### src/rtl/ecci_pkg.sv
// Register map, field positions and reset values of the ECC inject and status block
package ecci_pkg;

	// ==========================================================
	// Register offsets on the register port (byte addresses)
	localparam logic [7:0] ECCI_OFF_CTRL     = 8'h14;
	localparam logic [7:0] ECCI_OFF_INJ1     = 8'h18;
	localparam logic [7:0] ECCI_OFF_INJ2     = 8'h1c;
	localparam logic [7:0] ECCI_OFF_STAT1    = 8'h20;
	localparam logic [7:0] ECCI_OFF_STAT2    = 8'h24;
	localparam logic [7:0] ECCI_OFF_ACK      = 8'h3c;
	localparam logic [7:0] ECCI_OFF_PEND     = 8'h40;
	localparam logic [7:0] ECCI_OFF_EN_SET   = 8'h80;
	localparam logic [7:0] ECCI_OFF_EN_CLEAR = 8'hc0;

	// ==========================================================
	// Field positions
	localparam int ECCI_CTL_RMW    = 2;
	localparam int ECCI_CTL_SINGLE = 3;
	localparam int ECCI_CTL_DOUBLE = 4;
	localparam int ECCI_CTL_FORCE  = 5;
	localparam int ECCI_CTL_ONCE   = 6;
	localparam int ECCI_CTL_W      = 7;
	localparam int ECCI_HALF_W     = 16;
	localparam int ECCI_HI_LSB     = 16;
	localparam int ECCI_ST_SINGLE  = 0;
	localparam int ECCI_ST_DOUBLE  = 1;
	localparam int ECCI_ST_SUCC    = 2;
	localparam int ECCI_ST_CLR_LSB = 8;
	localparam int ECCI_ACK_BIT    = 0;

	// ==========================================================
	// Reset values
	localparam logic [6:0]  ECCI_CTRL_RST = 7'h07;
	localparam logic [15:0] ECCI_HALF_RST = 16'h0000;
	localparam logic [2:0]  ECCI_FLAG_RST = 3'h0;
	localparam logic [31:0] ECCI_WORD_RST = 32'h0000_0000;

endpackage : ecci_pkg

### src/rtl/ecci_bit_flip.sv
// Single data bit inverter addressed by a binary bit index
`timescale 1ns/1ps

module ecci_bit_flip #(
	parameter int DATA_W = 32,
	parameter int IDX_W  = 16
) (
	input  wire logic [DATA_W-1:0] data_in,
	input  wire logic              flip_en,
	input  wire logic [IDX_W-1:0]  flip_idx,
	output logic      [DATA_W-1:0] data_out
);

	logic [DATA_W-1:0] flip_mask;

	// One-hot mask; an index beyond the data width flips nothing
	always_comb begin
		for (int i = 0; i < DATA_W; i++) begin
			flip_mask[i] = flip_en && (flip_idx == IDX_W'(i));
		end
	end

	assign data_out = data_in ^ flip_mask;

endmodule : ecci_bit_flip

### src/rtl/ecci_monitor.sv
// ECC error injection, error capture and per-RAM interrupt control
`timescale 1ns/1ps

// What this block does
// - The upper half of the first inject register holds the bit index inverted on injection.
// - The lower half holds the row where injection applies, ignored in force-next-read mode.
// - Double injection also inverts the bit indexed by the low half of the second register.
// - A detected single or double error records its row in the upper half of status one.
// - The single flag sets on detection or a written 1 at bit 0 and clears by a 1 at bit 8.
// - The double flag sets on detection or a written 1 at bit 1 and clears by a 1 at bit 9.
// - The successive flag sets on a single error during writeback, by bit 2, clears by bit 10.
// - Bits 10 to 8 read as the three pending flags and a written 1 clears them.
// - The failing bit index of a single error is shown in the low half of status two.
// - After an interrupt no further one is sent until software writes the acknowledge register.
// - A read-only 19-bit vector shows each RAM's pending level, ALE at bit 0, ports after.
// - A 1 written to the enable-set field enables that RAM's interrupt, a 0 changes nothing.
// - A 1 written to the enable-clear field disables that RAM's interrupt, a 0 changes nothing.
// - Control bits 3 and 4 request single and double injection, self-clearing in one-shot mode.
// - Control bit 5 makes the requested error land on the next read whatever its row.
module ecci_monitor
	import ecci_pkg::*;
#(
	parameter int DATA_W   = 32,
	parameter int NUM_RAMS = 19
) (
	input  wire logic              ref_clk,
	input  wire logic              rst_n,
	input  wire logic [7:0]        reg_addr,
	input  wire logic              reg_wr,
	input  wire logic              reg_rd,
	input  wire logic [31:0]       reg_wdata,
	output logic      [31:0]       reg_rdata,
	output logic                   reg_rvalid,
	input  wire logic              ram_rd_valid,
	input  wire logic [15:0]       ram_rd_row,
	input  wire logic [DATA_W-1:0] ram_rd_data,
	output logic                   ram_out_valid,
	output logic      [DATA_W-1:0] ram_out_data,
	output logic                   ram_out_injected,
	input  wire logic              det_single,
	input  wire logic              det_double,
	input  wire logic [15:0]       det_row,
	input  wire logic [15:0]       det_bit,
	input  wire logic              wb_pending,
	input  wire logic              wb_done,
	input  wire logic [NUM_RAMS-1:0] ram_pending_in,
	output logic                   irq
);

	// ==========================================================
	// Elaboration checks
	if (DATA_W < 2 || DATA_W > 65536) begin : g_bad_width
		$error("DATA_W must be 2 to 65536");
	end
	if (NUM_RAMS < 1 || NUM_RAMS > 32) begin : g_bad_rams
		$error("NUM_RAMS must be 1 to 32");
	end

	// ==========================================================
	// State
	logic [ECCI_CTL_W-1:0]  ctrl_reg,      ctrl_next;
	logic [ECCI_HALF_W-1:0] inj_row_reg,   inj_row_next;
	logic [ECCI_HALF_W-1:0] inj_bit1_reg,  inj_bit1_next;
	logic [ECCI_HALF_W-1:0] inj_bit2_reg,  inj_bit2_next;
	logic [ECCI_HALF_W-1:0] err_row_reg,   err_row_next;
	logic [ECCI_HALF_W-1:0] err_bit_reg,   err_bit_next;
	logic [2:0]             flags_reg,     flags_next;
	logic                   wb_armed_reg,  wb_armed_next;
	logic [NUM_RAMS-1:0]    pending_reg;
	logic [NUM_RAMS-1:0]    enable_reg,    enable_next;
	logic                   irq_reg,       irq_next;
	logic [31:0]            rdata_reg;
	logic                   rvalid_reg;
	logic                   out_valid_reg;
	logic [DATA_W-1:0]      out_data_reg;
	logic                   out_inj_reg;

	// ==========================================================
	// Register write decode
	wire wr_ctrl   = reg_wr && (reg_addr == ECCI_OFF_CTRL);
	wire wr_inj1   = reg_wr && (reg_addr == ECCI_OFF_INJ1);
	wire wr_inj2   = reg_wr && (reg_addr == ECCI_OFF_INJ2);
	wire wr_stat1  = reg_wr && (reg_addr == ECCI_OFF_STAT1);
	wire wr_stat2  = reg_wr && (reg_addr == ECCI_OFF_STAT2);
	wire wr_ack    = reg_wr && (reg_addr == ECCI_OFF_ACK); // Any write acknowledges
	wire wr_en_set = reg_wr && (reg_addr == ECCI_OFF_EN_SET);
	wire wr_en_clr = reg_wr && (reg_addr == ECCI_OFF_EN_CLEAR);

	// ==========================================================
	// Injection datapath
	wire single_req = ctrl_reg[ECCI_CTL_SINGLE];
	wire double_req = ctrl_reg[ECCI_CTL_DOUBLE];
	wire force_next = ctrl_reg[ECCI_CTL_FORCE];
	wire one_shot   = ctrl_reg[ECCI_CTL_ONCE];
	wire rmw_en     = ctrl_reg[ECCI_CTL_RMW];
	// Row compare is skipped entirely in force mode
	wire row_match  = force_next || (ram_rd_row == inj_row_reg);
	wire inj_hit    = ram_rd_valid && (single_req || double_req) && row_match;
	wire inj_dbl    = inj_hit && double_req;
	wire [DATA_W-1:0] flip1_data;
	wire [DATA_W-1:0] flip2_data;

	// First bit flips for either kind of injection
	ecci_bit_flip #(.DATA_W(DATA_W), .IDX_W(ECCI_HALF_W)) u_flip_first (
		.data_in  (ram_rd_data),
		.flip_en  (inj_hit),
		.flip_idx (inj_bit1_reg),
		.data_out (flip1_data)
	);

	// Second bit only for double; equal indices cancel, so keep them apart
	ecci_bit_flip #(.DATA_W(DATA_W), .IDX_W(ECCI_HALF_W)) u_flip_second (
		.data_in  (flip1_data),
		.flip_en  (inj_dbl),
		.flip_idx (inj_bit2_reg),
		.data_out (flip2_data)
	);

	// ==========================================================
	// One-shot self clearing of the requests
	// With writeback enabled a single request waits for the writeback to finish
	wire sgl_hit    = inj_hit && single_req && !double_req;
	wire sgl_clear  = one_shot && ((sgl_hit && !rmw_en) || (wb_armed_reg && wb_done));
	wire dbl_clear  = one_shot && inj_dbl;
	wire [ECCI_CTL_W-1:0] hw_clr_mask =
		{{(ECCI_CTL_W-5){1'b0}}, dbl_clear, sgl_clear, 3'h0};
	// A software write in the same cycle wins over the self clear
	assign ctrl_next = wr_ctrl ? reg_wdata[ECCI_CTL_W-1:0] : (ctrl_reg & ~hw_clr_mask);
	assign wb_armed_next = (one_shot && sgl_hit && rmw_en) || (wb_armed_reg && !wb_done);

	// ==========================================================
	// Inject control registers
	assign inj_row_next  = wr_inj1 ? reg_wdata[ECCI_HALF_W-1:0] : inj_row_reg;
	assign inj_bit1_next = wr_inj1 ? reg_wdata[ECCI_HI_LSB +: ECCI_HALF_W] : inj_bit1_reg;
	assign inj_bit2_next = wr_inj2 ? reg_wdata[ECCI_HALF_W-1:0] : inj_bit2_reg;

	// ==========================================================
	// Error capture and pending flags; hardware and software set beat a clear
	wire det_any = det_single || det_double;
	wire [2:0] hw_set = {det_single && wb_pending, det_double, det_single};
	wire [2:0] sw_set = wr_stat1 ? reg_wdata[2:0] : 3'h0;
	wire [2:0] sw_clr = wr_stat1 ? reg_wdata[ECCI_ST_CLR_LSB +: 3] : 3'h0;
	assign flags_next   = hw_set | sw_set | (flags_reg & ~sw_clr);
	assign err_row_next = det_any ? det_row : err_row_reg;
	// Capture beats a software write of the same cycle
	assign err_bit_next = det_single ? det_bit :
		(wr_stat2 ? reg_wdata[ECCI_HALF_W-1:0] : err_bit_reg);

	// ==========================================================
	// Interrupt enables and the acknowledge gate
	// Set and clear sit at different offsets so they never meet in one cycle
	assign enable_next = wr_en_set ? (enable_reg | reg_wdata[NUM_RAMS-1:0]) :
		(wr_en_clr ? (enable_reg & ~reg_wdata[NUM_RAMS-1:0]) : enable_reg);
	wire any_cause = |(pending_reg & enable_reg);
	// Held until acknowledged; a cause still standing re-raises it next cycle
	assign irq_next = wr_ack ? 1'b0 : (irq_reg || any_cause);

	// ==========================================================
	// Read data selection; unmapped offsets read as zero
	wire [31:0] rd_stat1 = {err_row_reg, 5'h00, flags_reg, 5'h00, flags_reg};
	wire [31:0] rd_en_w  = {{(32-NUM_RAMS){1'b0}}, enable_reg};
	wire [31:0] rd_pend  = {{(32-NUM_RAMS){1'b0}}, pending_reg};
	wire [31:0] rd_mux =
		(reg_addr == ECCI_OFF_CTRL)     ? {{(32-ECCI_CTL_W){1'b0}}, ctrl_reg} :
		(reg_addr == ECCI_OFF_INJ1)     ? {inj_bit1_reg, inj_row_reg} :
		(reg_addr == ECCI_OFF_INJ2)     ? {ECCI_HALF_RST, inj_bit2_reg} :
		(reg_addr == ECCI_OFF_STAT1)    ? rd_stat1 :
		(reg_addr == ECCI_OFF_STAT2)    ? {ECCI_HALF_RST, err_bit_reg} :
		(reg_addr == ECCI_OFF_PEND)     ? rd_pend :
		(reg_addr == ECCI_OFF_EN_SET)   ? rd_en_w :
		(reg_addr == ECCI_OFF_EN_CLEAR) ? rd_en_w : ECCI_WORD_RST;

	// ==========================================================
	// Control and status registers
	always_ff @(posedge ref_clk or negedge rst_n) begin
		if (!rst_n) begin
			ctrl_reg     <= ECCI_CTRL_RST;
			inj_row_reg  <= ECCI_HALF_RST;
			inj_bit1_reg <= ECCI_HALF_RST;
			inj_bit2_reg <= ECCI_HALF_RST;
			err_row_reg  <= ECCI_HALF_RST;
			err_bit_reg  <= ECCI_HALF_RST;
			flags_reg    <= ECCI_FLAG_RST;
			wb_armed_reg <= 1'b0;
		end else begin
			ctrl_reg     <= ctrl_next;
			inj_row_reg  <= inj_row_next;
			inj_bit1_reg <= inj_bit1_next;
			inj_bit2_reg <= inj_bit2_next;
			err_row_reg  <= err_row_next;
			err_bit_reg  <= err_bit_next;
			flags_reg    <= flags_next;
			wb_armed_reg <= wb_armed_next;
		end
	end

	// Interrupt state; pending levels come from same-clock RAM checkers
	always_ff @(posedge ref_clk or negedge rst_n) begin
		if (!rst_n) begin
			pending_reg <= '0;
			enable_reg  <= '0;
			irq_reg     <= 1'b0;
		end else begin
			pending_reg <= ram_pending_in;
			enable_reg  <= enable_next;
			irq_reg     <= irq_next;
		end
	end

	// Register read answer one cycle after the strobe
	always_ff @(posedge ref_clk or negedge rst_n) begin
		if (!rst_n) begin
			rdata_reg  <= ECCI_WORD_RST;
			rvalid_reg <= 1'b0;
		end else begin
			rdata_reg  <= reg_rd ? rd_mux : rdata_reg;
			rvalid_reg <= reg_rd;
		end
	end

	// Read path stage; costs one cycle but keeps outputs registered
	always_ff @(posedge ref_clk or negedge rst_n) begin
		if (!rst_n) begin
			out_valid_reg <= 1'b0;
			out_data_reg  <= '0;
			out_inj_reg   <= 1'b0;
		end else begin
			out_valid_reg <= ram_rd_valid;
			out_data_reg  <= flip2_data;
			out_inj_reg   <= inj_hit;
		end
	end

	assign reg_rdata        = rdata_reg;
	assign reg_rvalid       = rvalid_reg;
	assign ram_out_valid    = out_valid_reg;
	assign ram_out_data     = out_data_reg;
	assign ram_out_injected = out_inj_reg;
	assign irq              = irq_reg;

	// ==========================================================
	// Assertions
	wire idx1_ok = inj_bit1_reg < ECCI_HALF_W'(DATA_W);
	wire idx2_ok = inj_bit2_reg < ECCI_HALF_W'(DATA_W);

	single_flip_a: assert property (@(posedge ref_clk) disable iff (!rst_n)
		sgl_hit && idx1_ok |=> $countones(ram_out_data ^ $past(ram_rd_data)) == 1)
		else $error("single injection did not flip one bit");
	row_gate_a: assert property (@(posedge ref_clk) disable iff (!rst_n)
		ram_rd_valid && !force_next && ram_rd_row != inj_row_reg |=> !ram_out_injected)
		else $error("injection outside the programmed row");
	double_flip_a: assert property (@(posedge ref_clk) disable iff (!rst_n)
		inj_dbl && idx1_ok && idx2_ok && inj_bit1_reg != inj_bit2_reg
		|=> $countones(ram_out_data ^ $past(ram_rd_data)) == 2)
		else $error("double injection did not flip two bits");
	row_capture_a: assert property (@(posedge ref_clk) disable iff (!rst_n)
		det_any |=> err_row_reg == $past(det_row))
		else $error("failing row not captured");
	single_set_a: assert property (@(posedge ref_clk) disable iff (!rst_n)
		det_single |=> flags_reg[ECCI_ST_SINGLE])
		else $error("single flag not set");
	double_clear_a: assert property (@(posedge ref_clk) disable iff (!rst_n)
		wr_stat1 && reg_wdata[9] && !reg_wdata[1] && !det_double
		|=> !flags_reg[ECCI_ST_DOUBLE])
		else $error("double flag not cleared");
	succ_set_a: assert property (@(posedge ref_clk) disable iff (!rst_n)
		det_single && wb_pending |=> flags_reg[ECCI_ST_SUCC] [*1] ##0 flags_reg[0])
		else $error("successive flag not set");
	clear_view_a: assert property (@(posedge ref_clk) disable iff (!rst_n)
		reg_rvalid && $past(reg_addr) == ECCI_OFF_STAT1
		|-> reg_rdata[10:8] == $past(flags_reg) && reg_rdata[2:0] == $past(flags_reg))
		else $error("clear fields do not mirror flags");
	bit_pos_a: assert property (@(posedge ref_clk) disable iff (!rst_n)
		det_single |=> err_bit_reg == $past(det_bit))
		else $error("failing bit index not captured");
	irq_hold_a: assert property (@(posedge ref_clk) disable iff (!rst_n)
		irq && !wr_ack |=> irq)
		else $error("interrupt dropped before acknowledge");
	pend_view_a: assert property (@(posedge ref_clk) disable iff (!rst_n)
		reg_rd && reg_addr == ECCI_OFF_PEND |=> reg_rdata == {{(32-NUM_RAMS){1'b0}}, $past(pending_reg)})
		else $error("pending vector read wrong");
	en_set_a: assert property (@(posedge ref_clk) disable iff (!rst_n)
		wr_en_set |=> enable_reg == ($past(enable_reg) | $past(reg_wdata[NUM_RAMS-1:0])))
		else $error("enable set wrong");
	en_clr_a: assert property (@(posedge ref_clk) disable iff (!rst_n)
		wr_en_clr |=> enable_reg == ($past(enable_reg) & ~$past(reg_wdata[NUM_RAMS-1:0])))
		else $error("enable clear wrong");
	once_dbl_a: assert property (@(posedge ref_clk) disable iff (!rst_n)
		dbl_clear && !wr_ctrl |=> !double_req)
		else $error("one-shot double request not cleared");
	irq_cause_a: assert property (@(posedge ref_clk) disable iff (!rst_n)
		$rose(irq) |-> $past(any_cause) && !$past(irq))
		else $error("interrupt without enabled cause");
	force_hit_a: assert property (@(posedge ref_clk) disable iff (!rst_n)
		ram_rd_valid && force_next && single_req |=> ram_out_injected)
		else $error("forced read not injected");

	inj_done_c: cover property (@(posedge ref_clk) disable iff (!rst_n) ram_out_injected);
	irq_ack_c: cover property (@(posedge ref_clk) disable iff (!rst_n) irq ##1 wr_ack ##1 !irq);
	succ_c: cover property (@(posedge ref_clk) disable iff (!rst_n) flags_reg[ECCI_ST_SUCC]);
	once_c: cover property (@(posedge ref_clk) disable iff (!rst_n) sgl_clear);

endmodule : ecci_monitor

### config.mk
export PLATFORM = sky130hd
export DESIGN_NAME = ecci_monitor
export DESIGN_NICKNAME = d
export VERILOG_FILES = /design/src/rtl/ecci_pkg.sv /design/src/rtl/ecci_bit_flip.sv /design/src/rtl/ecci_monitor.sv
export SDC_FILE = /design/constraint.sdc
export NUM_CORES = 1
export LEC_CHECK = 0
export CORE_AREA = 3 3 170 172
export DETAILED_ROUTE_END_ITERATION = 10
export DIE_AREA = 0 0 173 175
export DONT_BUFFER_PORTS = 1
export PLACE_DENSITY = 0.6
export SLEW_MARGIN = 30
export SYNTH_ARGS = -nofsm -noshare
export SYNTH_HDL_FRONTEND = slang
export SYNTH_SLANG_ARGS = --single-unit
### constraint.sdc
create_clock -name ref_clk -period 2.65 [get_ports ref_clk]
set_input_delay 0.795 -clock ref_clk [delete_from_list [all_inputs] [get_ports ref_clk]]
set_output_delay 0.795 -clock ref_clk [all_outputs]
set_load 0.02 [all_outputs]
Word-level counts from Yosys, hierarchy flattened
Cells that the tools add are included.
{"block": "op_classes", "n_eq_ne": 72, "n_mux": 16, "bitwise": 12, "n_reduce_logical": 99}
{"cell": "16-bit by 5-bit == test with 1-bit output (second input constant)", "n": 32}
{"cell": "16-bit by 4-bit == test with 1-bit output (second input constant)", "n": 16}
{"cell": "16-bit by 3-bit == test with 1-bit output (second input constant)", "n": 8}
{"cell": "32-bit two-way mux", "n": 4}
{"cell": "19-bit two-way mux", "n": 6}
{"cell": "1-bit logical AND", "n": 85}
{"cell": "16-bit by 2-bit == test with 1-bit output (second input constant)", "n": 4}
{"cell": "32-bit XOR", "n": 2}
{"cell": "19-bit AND", "n": 2}
{"cell": "16-bit by 1-bit == test with 1-bit output (second input constant)", "n": 2}
{"cell": "16-bit logical NOT", "n": 2}
{"cell": "16-bit two-way mux", "n": 2}
{"cell": "8-bit by 5-bit == test with 1-bit output (second input constant)", "n": 3}
{"cell": "8-bit by 6-bit == test with 1-bit output (second input constant)", "n": 3}
{"cell": "19-bit NOT", "n": 1}
{"cell": "19-bit OR", "n": 1}
{"cell": "19-bit OR reduction", "n": 1}
{"cell": "16-bit == test", "n": 1}
{"cell": "8-bit == test (second input constant)", "n": 2}
{"cell": "8-bit by 7-bit == test with 1-bit output (second input constant)", "n": 1}
{"cell": "7-bit AND", "n": 1}
{"cell": "7-bit two-way mux", "n": 1}
{"cell": "5-bit NOT with 7-bit output", "n": 1}
{"cell": "1-bit logical OR", "n": 6}
{"cell": "7 further kinds", "n": 12}
{"block": "word_totals", "reg_bits": 197, "inputBits": 148}

Logic depth before layout (Yosys ltp)
Gate-level depths: netlist of the first run.
{"block": "depth", "depth_word": 11, "mapped_depth": 7}

Cells and area by module
Synthesis of the first run repeated with hierarchy kept, for this count alone.
{"block": "hier_totals", "hier_cells": 821, "area_unflattened_um2": 9893.2}
{"mod": "ecci_monitor", "instances": 1, "cells_each": 645, "area_per_inst_um2": 8329.2, "seq_area_each_um2": 4933.5}
{"mod": "ecci_bit_flip", "instances": 2, "cells_each": 88, "area_per_inst_um2": 782.0, "seq_area_each_um2": 0.0}

Worst setup path before layout of the first run
Ideal clock, no wire load.
{"block": "synth_timing", "path_type": "input-to-reg", "from": "input reg_addr[7]", "to": "register inj_bit2_reg[8]", "setup_time_ns": 0.128, "t_arrival_ns": 2.285, "t_required_ns": 2.522, "path_slack_ns": 0.237, "stages": 6, "cell_sequence": "nor4_4 nand3_2 nor2_1 nand2_2 buf_4 mux2_1"}
{"block": "synth_via", "elab_chain_cells": 2}
{"element": "start: declaration", "line": "ecci_monitor.sv:28", "text": "input wire logic [7:0] reg_addr,"}
{"element": "8-bit by 5-bit == test with 1-bit output", "line": "ecci_monitor.sv:82", "text": "wire wr_inj2 = reg_wr && (reg_addr == ECCI_OFF_INJ2);"}
{"element": "1-bit logical AND", "line": "ecci_monitor.sv:82"}
{"element": "end signal: assignment", "line": "ecci_monitor.sv:189", "text": "inj_bit2_reg <= inj_bit2_next;"}
{"element": "end: declaration", "line": "ecci_monitor.sv:64", "text": "logic [ECCI_HALF_W-1:0] inj_bit2_reg, inj_bit2_next;"}
Every way passes these cells.
A chain may end at the register's enable or synchronous reset.

Worst setup path after layout of the first run
{"block": "layout_timing", "from": "register inj_bit2_reg[13]", "to": "register out_data_reg[8] (netlist: ram_out_data[8])"}
{"block": "layout_via", "elab_chain_cells": 3}
{"element": "16-bit by 4-bit == test with 1-bit output", "line": "ecci_bit_flip.sv:19", "text": "flip_mask[i] = flip_en && (flip_idx == IDX_W'(i));"}
{"element": "1-bit logical AND", "line": "ecci_bit_flip.sv:19"}
{"element": "32-bit XOR", "line": "ecci_bit_flip.sv:23", "text": "assign data_out = data_in ^ flip_mask;"}
{"element": "net flip2_data[8]", "line": "ecci_monitor.sv:101", "text": "wire [DATA_W-1:0] flip2_data;"}
{"element": "end signal: assignment", "line": "ecci_monitor.sv:229", "text": "out_data_reg <= flip2_data;"}
{"element": "end: declaration", "line": "ecci_monitor.sv:75", "text": "logic [DATA_W-1:0] out_data_reg;"}
The timed path passes the listed nets, and every way through them passes these cells.

==> results of run 1 <==
-- layout make-up --
class | count | area share
inverters | 28 | 0.00976
clock inverters | 14 | 0.0153
clock buffers | 18 | 0.0398
multi-input cells | 580 | 0.404
repair buffers | 37 | 0.0293
well taps | 378 | 0.0439
flip-flops and latches | 197 | 0.458
-- metal layers --
| metal | share of wire | global-route usage | up-vias |
|---|---|---|---|
| met5 | 0.00044 | 0 | - |
| met2 | 0.46 | 0.307 | 325 |
| met4 | 0.018 | 0.0429 | 2 |
| met3 | 0.089 | 0.0598 | 44 |
| li1 | - | - | 3248 |
| met1 | 0.43 | 0.262 | 3594 |
-- worst paths after layout --
| check | start | to | depth (start not counted) |
|---|---|---|---|
| worst min register to register | wb_armed_reg | wb_armed_reg | 1 |
| min in group ref_clk | ram_pending_in[13] | pending_reg[13] | 0 |
| worst max-delay path | inj_bit2_reg[13] | ram_out_data[8] | 5 |
| worst max register to register | inj_bit2_reg[13] | ram_out_data[8] | 5 |
| worst min-delay path | rst_n | ram_out_data[14] | 0 |
| max in group asynchronous | rst_n | pending_reg[16] | 0 |
-- power groups by stage --
stage / sequential (mW) / clock (mW) / combinational [mW]
final: 3.32 / 2.63 / 0.513
after global routing: 3.34 / 2.84 / 0.553
after CTS: 3.32 / 2.70 / 0.509
after detailed placement: 3.38 / 0 / 0.506
after global placement: 3.38 / 0 / 0.497
after floorplan: 3.33 / 0 / 0.388
-- through the flow --
step | hold slack [ns] | instance area [um2]
6_report | 0.0626 | 10800
5_1_grt | 0.0357 | 10800
4_1_cts | 0.0384 | 10800
3_5_place_dp | 0.486 | 10200
3_3_place_gp | 0.474 | 10200
2_1_floorplan | 0.464 | 9630
-- placed cells by master (no fill, tap or decap), types with 9 or more instances in the layout --
master / n
clkbuf_16: 17
a22oi_1: 39
nand4_1: 11
nor2_1: 26
nand3_1: 9
mux2_2: 65
o2bb2ai_1: 22
o21ai_0: 31
xor2_1: 48
dfrtp_1: 194
nand2_1: 46
inv_1: 27
a21oi_1: 46
nor4_1: 11
buf_4: 34
mux2i_1: 39
o22ai_1: 19
o211ai_1: 65
-- kinds of logic (layout without fill, tap and decap cells) --
family,Yosys count,in the layout
simple gates,169,169
flops,197,197
buf+inv,82,97
compound gates,256,256
xor+xnor,48,48
mux,107,107
==> results.md, run 1 <==
- Multi-input gate area: approximately 0.0044 mm2
- Fillers: between 2000 and 3000
- Internal power: around 4.7 mW
- Non-filler cells, final: between 1000 and 1500
- Buf/Inv on CP: 0
- Critical path start-end classification: flop to flop
- Multiplexer area fraction after synthesis: 0.120
- CTS Root Cell: clkbuf_16
- Port bufs: 0
- Hold_buf cts: 0
- H-tree lvl count: 4
- Most common cell in the synthesized netlist: dfrtp_1
- Antenna-violating nets left: 0
- CP required: about 3.0 ns
- Synth warn: 0
- Gpl congestion: around 0.90
- Ys flop type: dfrtp_1
- Slowest CP cell: or4_1
- Startpoint type of the worst setup path: flop
- Fin util: 0.390
- First-pass GRT wire length: 45300 um
- Final Hold Viols: 0
- Flop pwr share: 0.514
- Xor and xnor fraction of the mapped netlist area: 0.0437
- Worst Path Arrival: around 2.8 ns
- Core footprint: 0.0276 mm2
- Main combinational cell family by area after synthesis: compound AO/OA/AOI/OAI gates
- Tmin final: approximately 2.5 ns
- Horiz. Die Dim: roughly 170 um
- Slew margin rel.: 0.542
- Number of vias per cell: around 5.8
- Pre-CTS setup slack: 0.114 ns
- Die Area: around 0.030 mm2
- Final worst-path setup slack: ~0.18 ns
- Asr flop ratio synth: 1.00
- Fin crit share: 0.931
- Area growth syn-to-layout: 11.9%
- EDFF count, synth: 0
- Seq/Total Area, Yosys: 0.513
- Number of global-route vias before repair: ~7100
- Crit path max-delay family: simple AND/OR/NAND/NOR gates
- Endpoint type of the worst setup path: flop
- Logic pwr share: 0.079
- Max Fclk: 405 MHz
- Setup slack, reg-to-reg: around 0.18 ns
- # rows: just over 60
- GR Overflow Total: 0
- Nets: about 1000
- Num CTS Buffers: 17
- Drt total wl: between 20000 and 30000 um
- Post-synth top cells: dfrtp_1, mux2_2, o211ai_1, xor2_1
- NetSw: roughly 1.7 mW
- Initial DRC Count: 830
- Clock buffer depth: 2
- Gr usage total: 0.194
- Register area: ~0.005 mm2
- CP dominant cell by count: or4_1
- Status: finished, final reports clean
- Tot Pwr: around 6.5 mW
- Unrepaired setup endpoints after global routing: no
- Measured slew at the worst slew-check pin: just under 0.7 ns
- Post-Synth Simple-Gate Area: 0.105
- Setup TNS: 0 ns
- Crit-path cells: or4_1 > or4_1 > o211ai_1 > a21oi_1 > xor2_1
- Placed Cells: around 1200
- ANT cells: 0
- Synth Instances: about 860
- Starting Density: 0.348
- Clock Skew: 0.0137 ns
- Clk pwr share: 0.407
- Worst IR drop on VDD: ~0.00031 V
- Final setup violation count: 0
- Yosys cell types: between 50 and 60
- Vias: between 7000 and 8000
- Static Leakage: 4.67 nW
- Mapped cell area: around 0.0096 mm2
- CTS tree: done
- Max-slew violations: 0
- DP HPWL: roughly 22000 um
- Adder-cell share of the synthesized area: 0
- Post-CTS setup buffer count: 0
- P per Cell Area: roughly 600 mW/mm2
- Synth Register Bits: ~200
- Synth top area cells: dfrtp_1, mux2_2, o211ai_1
- Layout cells sized above 1: 0.181
- Synth Area per Inst: approximately 11 um2
- Largest net degree at the start of global routing: ~200
- Leading area contributor after synthesis: dfrtp_1
- DR pass1 iterations: 5
- Post-synth top area share: 0.504
- DR WL/cell: between 20 and 25 um
- Initial antenna violation count: 2
- Worst-path fanout max: 8
- Compound-cell area share of the yosys netlist: 0.183
- Switching Fraction: 0.271
- Worst hold path type: input pin to async pin
- Mapped Nets: a little over 1000
- Worst-path clk slew: ~0.08 ns
- Max-cap check violation count: 0
- DRC: 0
- Die height: 175 um
- I/O pins: between 200 and 250
- Sink Count: slightly below 200
- Worst path max stage delay: just under 0.7 ns
- Cts repair resizes: 0
- Clk_lat worst skew: ~0.43 ns
No activity file was read; power rests on OpenSTA's default activity.
==> inputs of run 2 (changes only) <==
--- a/config.mk
+++ b/config.mk
@@ -5,12 +5,13 @@
 export SDC_FILE = /design/constraint.sdc
 export NUM_CORES = 1
 export LEC_CHECK = 0
-export CORE_AREA = 3 3 170 172
+export CORE_AREA = 3 3 173 175
 export DETAILED_ROUTE_END_ITERATION = 10
-export DIE_AREA = 0 0 173 175
+export DIE_AREA = 0 0 176 178
 export DONT_BUFFER_PORTS = 1
-export PLACE_DENSITY = 0.6
+export PLACE_DENSITY = 0.59
 export SLEW_MARGIN = 30
 export SYNTH_ARGS = -nofsm -noshare
 export SYNTH_HDL_FRONTEND = slang
+export SYNTH_HIERARCHICAL = 1
 export SYNTH_SLANG_ARGS = --single-unit
==> run 2 against run 1 <==
Against the previous run:
- routed wire length decreased by 3.1%
- total power increased by 1.5%
- critical path depth increased by 7
- critical endpoint is now ram_out_data[2]
- worst setup slack got worse by 0.40 ns
- first-iteration DRC count decreased by 49%
- register-to-register slack got worse by 0.40 ns
- the run now ends with negative setup slack left
- global-route usage decreased by 1.2 points
- combinational power decreased by 14%
- via count decreased by 8.4%
==> results.md, run 2 <==
- Status: finished, violations left
- Failing checks: negative setup slack
- Sink Count: 197
- Initial DRC Count: 426
- Final worst-path setup slack: -0.220 ns
- GR Overflow Total: 0
- Antenna-violating nets left: 0
- Synth Area per Inst: around 12 um2
- Tmin final: 2.87 ns
- H-tree lvl count: 4
- Synth top area cells: dfrtp_1, mux2_4, mux2_2
- Synth Instances: 821
- Max Fclk: 348 MHz
- Fillers: 2670
- Crit-path cells: xor2_2 > nor4_4 > a41oi_2 > nor2b_1 > o21a_1 > nor4b_4 > and4b_2 > buf_12 > buf_4 > nand3_4 > xnor2_2 > xnor2_1
- First-pass GRT wire length: about 43000 um
- Layout cells sized above 1: 0.276
- Number of vias per cell: around 5.4
- DR pass1 iterations: 5
- DR WL/cell: 23.3 um
- Gpl congestion: around 0.83
- Setup TNS: -4.61 ns
- Starting Density: 0.346
- Die height: about 180 um
- Static Leakage: about 4.9 nW
- Largest net degree at the start of global routing: a little under 200
- Max-cap check violation count: 0
- Crit path max-delay family: simple AND/OR/NAND/NOR gates
- Asr flop ratio synth: 1.00
- Nets: approximately 1000
- Commonest non-fill, non-tap cell in the layout: dfrtp_1
- Vias: about 6600
- P per Cell Area: roughly 570 mW/mm2
- Fin crit share: 1.08
- # rows: 62
- Die Area: 0.0313 mm2
- CTS Root Cell: clkbuf_16
- Post-synth top area share: 0.491
- Critical path start-end classification: flop to flop
- Fin util: 0.400
- Synth warn: 6
- Horiz. Die Dim: 176 um
- Worst-path clk slew: roughly 0.07 ns
- Measured slew at the worst slew-check pin: a little under 0.7 ns
- CP required: approximately 3 ns
- Unrepaired setup endpoints after global routing: yes
- EDFF count, synth: 0
- DP HPWL: 20800 um
- Yosys cell types: between 50 and 60
- WHS: around 0.056 ns
- Tot Pwr: around 6.6 mW
- Drt total wl: about 29000 um
- Ys flop type: dfrtp_1
- DRC: 0
- Clk_lat worst skew: 0.44 ns
- Slew margin rel.: 0.545
- Worst Path Arrival: 3.22 ns
- Clock buffer depth: 2
- Slowest CP cell: dfrtp_1
- Gr usage total: 0.182
- ANT cells: 0
- I/O pins: 216
- Worst path max stage delay: between 0.4 and 0.5 ns
- Startpoint type of the worst setup path: flop
- Seq/Total Area, Yosys: 0.499
- Most frequent cells in the layout: dfrtp_1, nand2_1, xor2_1
- Worst IR drop on VDD: between 0.0003 and 0.0004 V
- Num CTS Buffers: 17
- Clock Skew: ~0.015 ns
- Buf/Inv on CP: 2
- Final Hold Viols: 0
- CTS tree: done
- Mapped Nets: approximately 970
- Mapped cell area: slightly below 0.01 mm2
- Leading area contributor after synthesis: dfrtp_1
- Area growth syn-to-layout: 15.8%
- Synth Register Bits: between 150 and 200
- Port bufs: 0
- Post-synth top cells: dfrtp_1, nand2_1, xor2_1, o21ai_0, mux2_2
- Number of global-route vias before repair: between 6000 and 7000
- Initial antenna violation count: 0
- Most common cell in the synthesized netlist: dfrtp_1
- Hold_buf cts: 0
- Max-slew violations: 0
- Final setup violation count: 32
- Worst hold path type: input pin to async pin
- Worst-path fanout max: 8
- Endpoint type of the worst setup path: flop
- Core footprint: around 0.029 mm2
run 2: changes by cell type after synthesis, moves of 26 or more:
cell and change:
o211ai_1 -65, mux2_2 -26, xnor2_1 +29, a21oi_1 -32, mux2_4 +34
run 2: worst register-to-register path, stage by stage, from the launching register on:
cell and delay, ns:
dfrtp_1 0.43, xor2_2 0.18, nor4_4 0.35, a41oi_2 0.16
nor2b_1 0.17, o21a_1 0.18, nor4b_4 0.27, and4b_2 0.35
buf_12 0.14, buf_4 0.12, nand3_4 0.08, xnor2_2 0.21
xnor2_1 0.14
run 2: worst paths after layout:
check / startpoint / cells past startpoint / slack, ns / end
max in group asynchronous: rst_n / 0 / 2.33 / ctrl_reg[1]
setup / recovery: inj_row_reg[10] / 12 / -0.22 / ram_out_data[2]
hold / removal: rst_n / 0 / 0.06 / pending_reg[14]
setup reg to reg: inj_row_reg[10] / 12 / -0.22 / ram_out_data[2]
min in group ref_clk: ram_rd_valid / 0 / 0.38 / ram_out_valid
hold reg to reg: flop / 2 / 0.51 / flop
run 2: timing repair:
item	in CTS	in global routing
pin swaps	5	30
endpoints found under the setup margin	32	32
gates cloned	0	1
resized for setup	11	34
buffers inserted	1	2
run 2: cell type report:
cell class	instances	area [um2]	area share
Clock inverter	10	173	0.0151
Clock buffer	22	444	0.0388
Timing Repair Buffer	49	473	0.0413
Inverter	5	18.8	0.00164
Sequential cell	197	4930	0.431
Multi-Input combinational cell	567	4930	0.431
Tap cell	384	480	0.0419
run 2: kinds of logic (layout without fill, tap and decap cells):
kind of cell	count (synthesis)	count (layout)	share of synthesized area
DFF	197	197	0.499
muxes	97	97	0.120
buffers and inverters	57	86	0.0350
and+or+nand+nor	224	224	0.158
AOI/OAI and AO/OA	165	165	0.115
xor gates and xnor gates	81	81	0.0732
run 2: routing by layer:
| layer | up-vias | track usage | wire [um] |
|---|---|---|---|
| li1 | 3024 | - | - |
| met1 | 3314 | 0.245 | 12600 |
| met2 | 226 | 0.283 | 13200 |
| met3 | 42 | 0.0513 | 2010 |
| met4 | 0 | 0.0617 | 834 |
| met5 | - | 0 | 0 |
run 2: per-stage QoR:
stage	area [um2]	setup slack, ns	instances
after detailed placement	10500	-0.840	1198
after CTS	11200	-0.208	1231
final	11500	-0.220	1234
after floorplan	9910	-0.246	821
after global placement	10500	-0.829	1198
after global routing	11500	-0.384	1234
run 2: power breakdown:
part / internal (mW) / switching, mW
clock network: 1.60 / 1.19
logic: 0.230 / 0.211
registers: 3.15 / 0.181
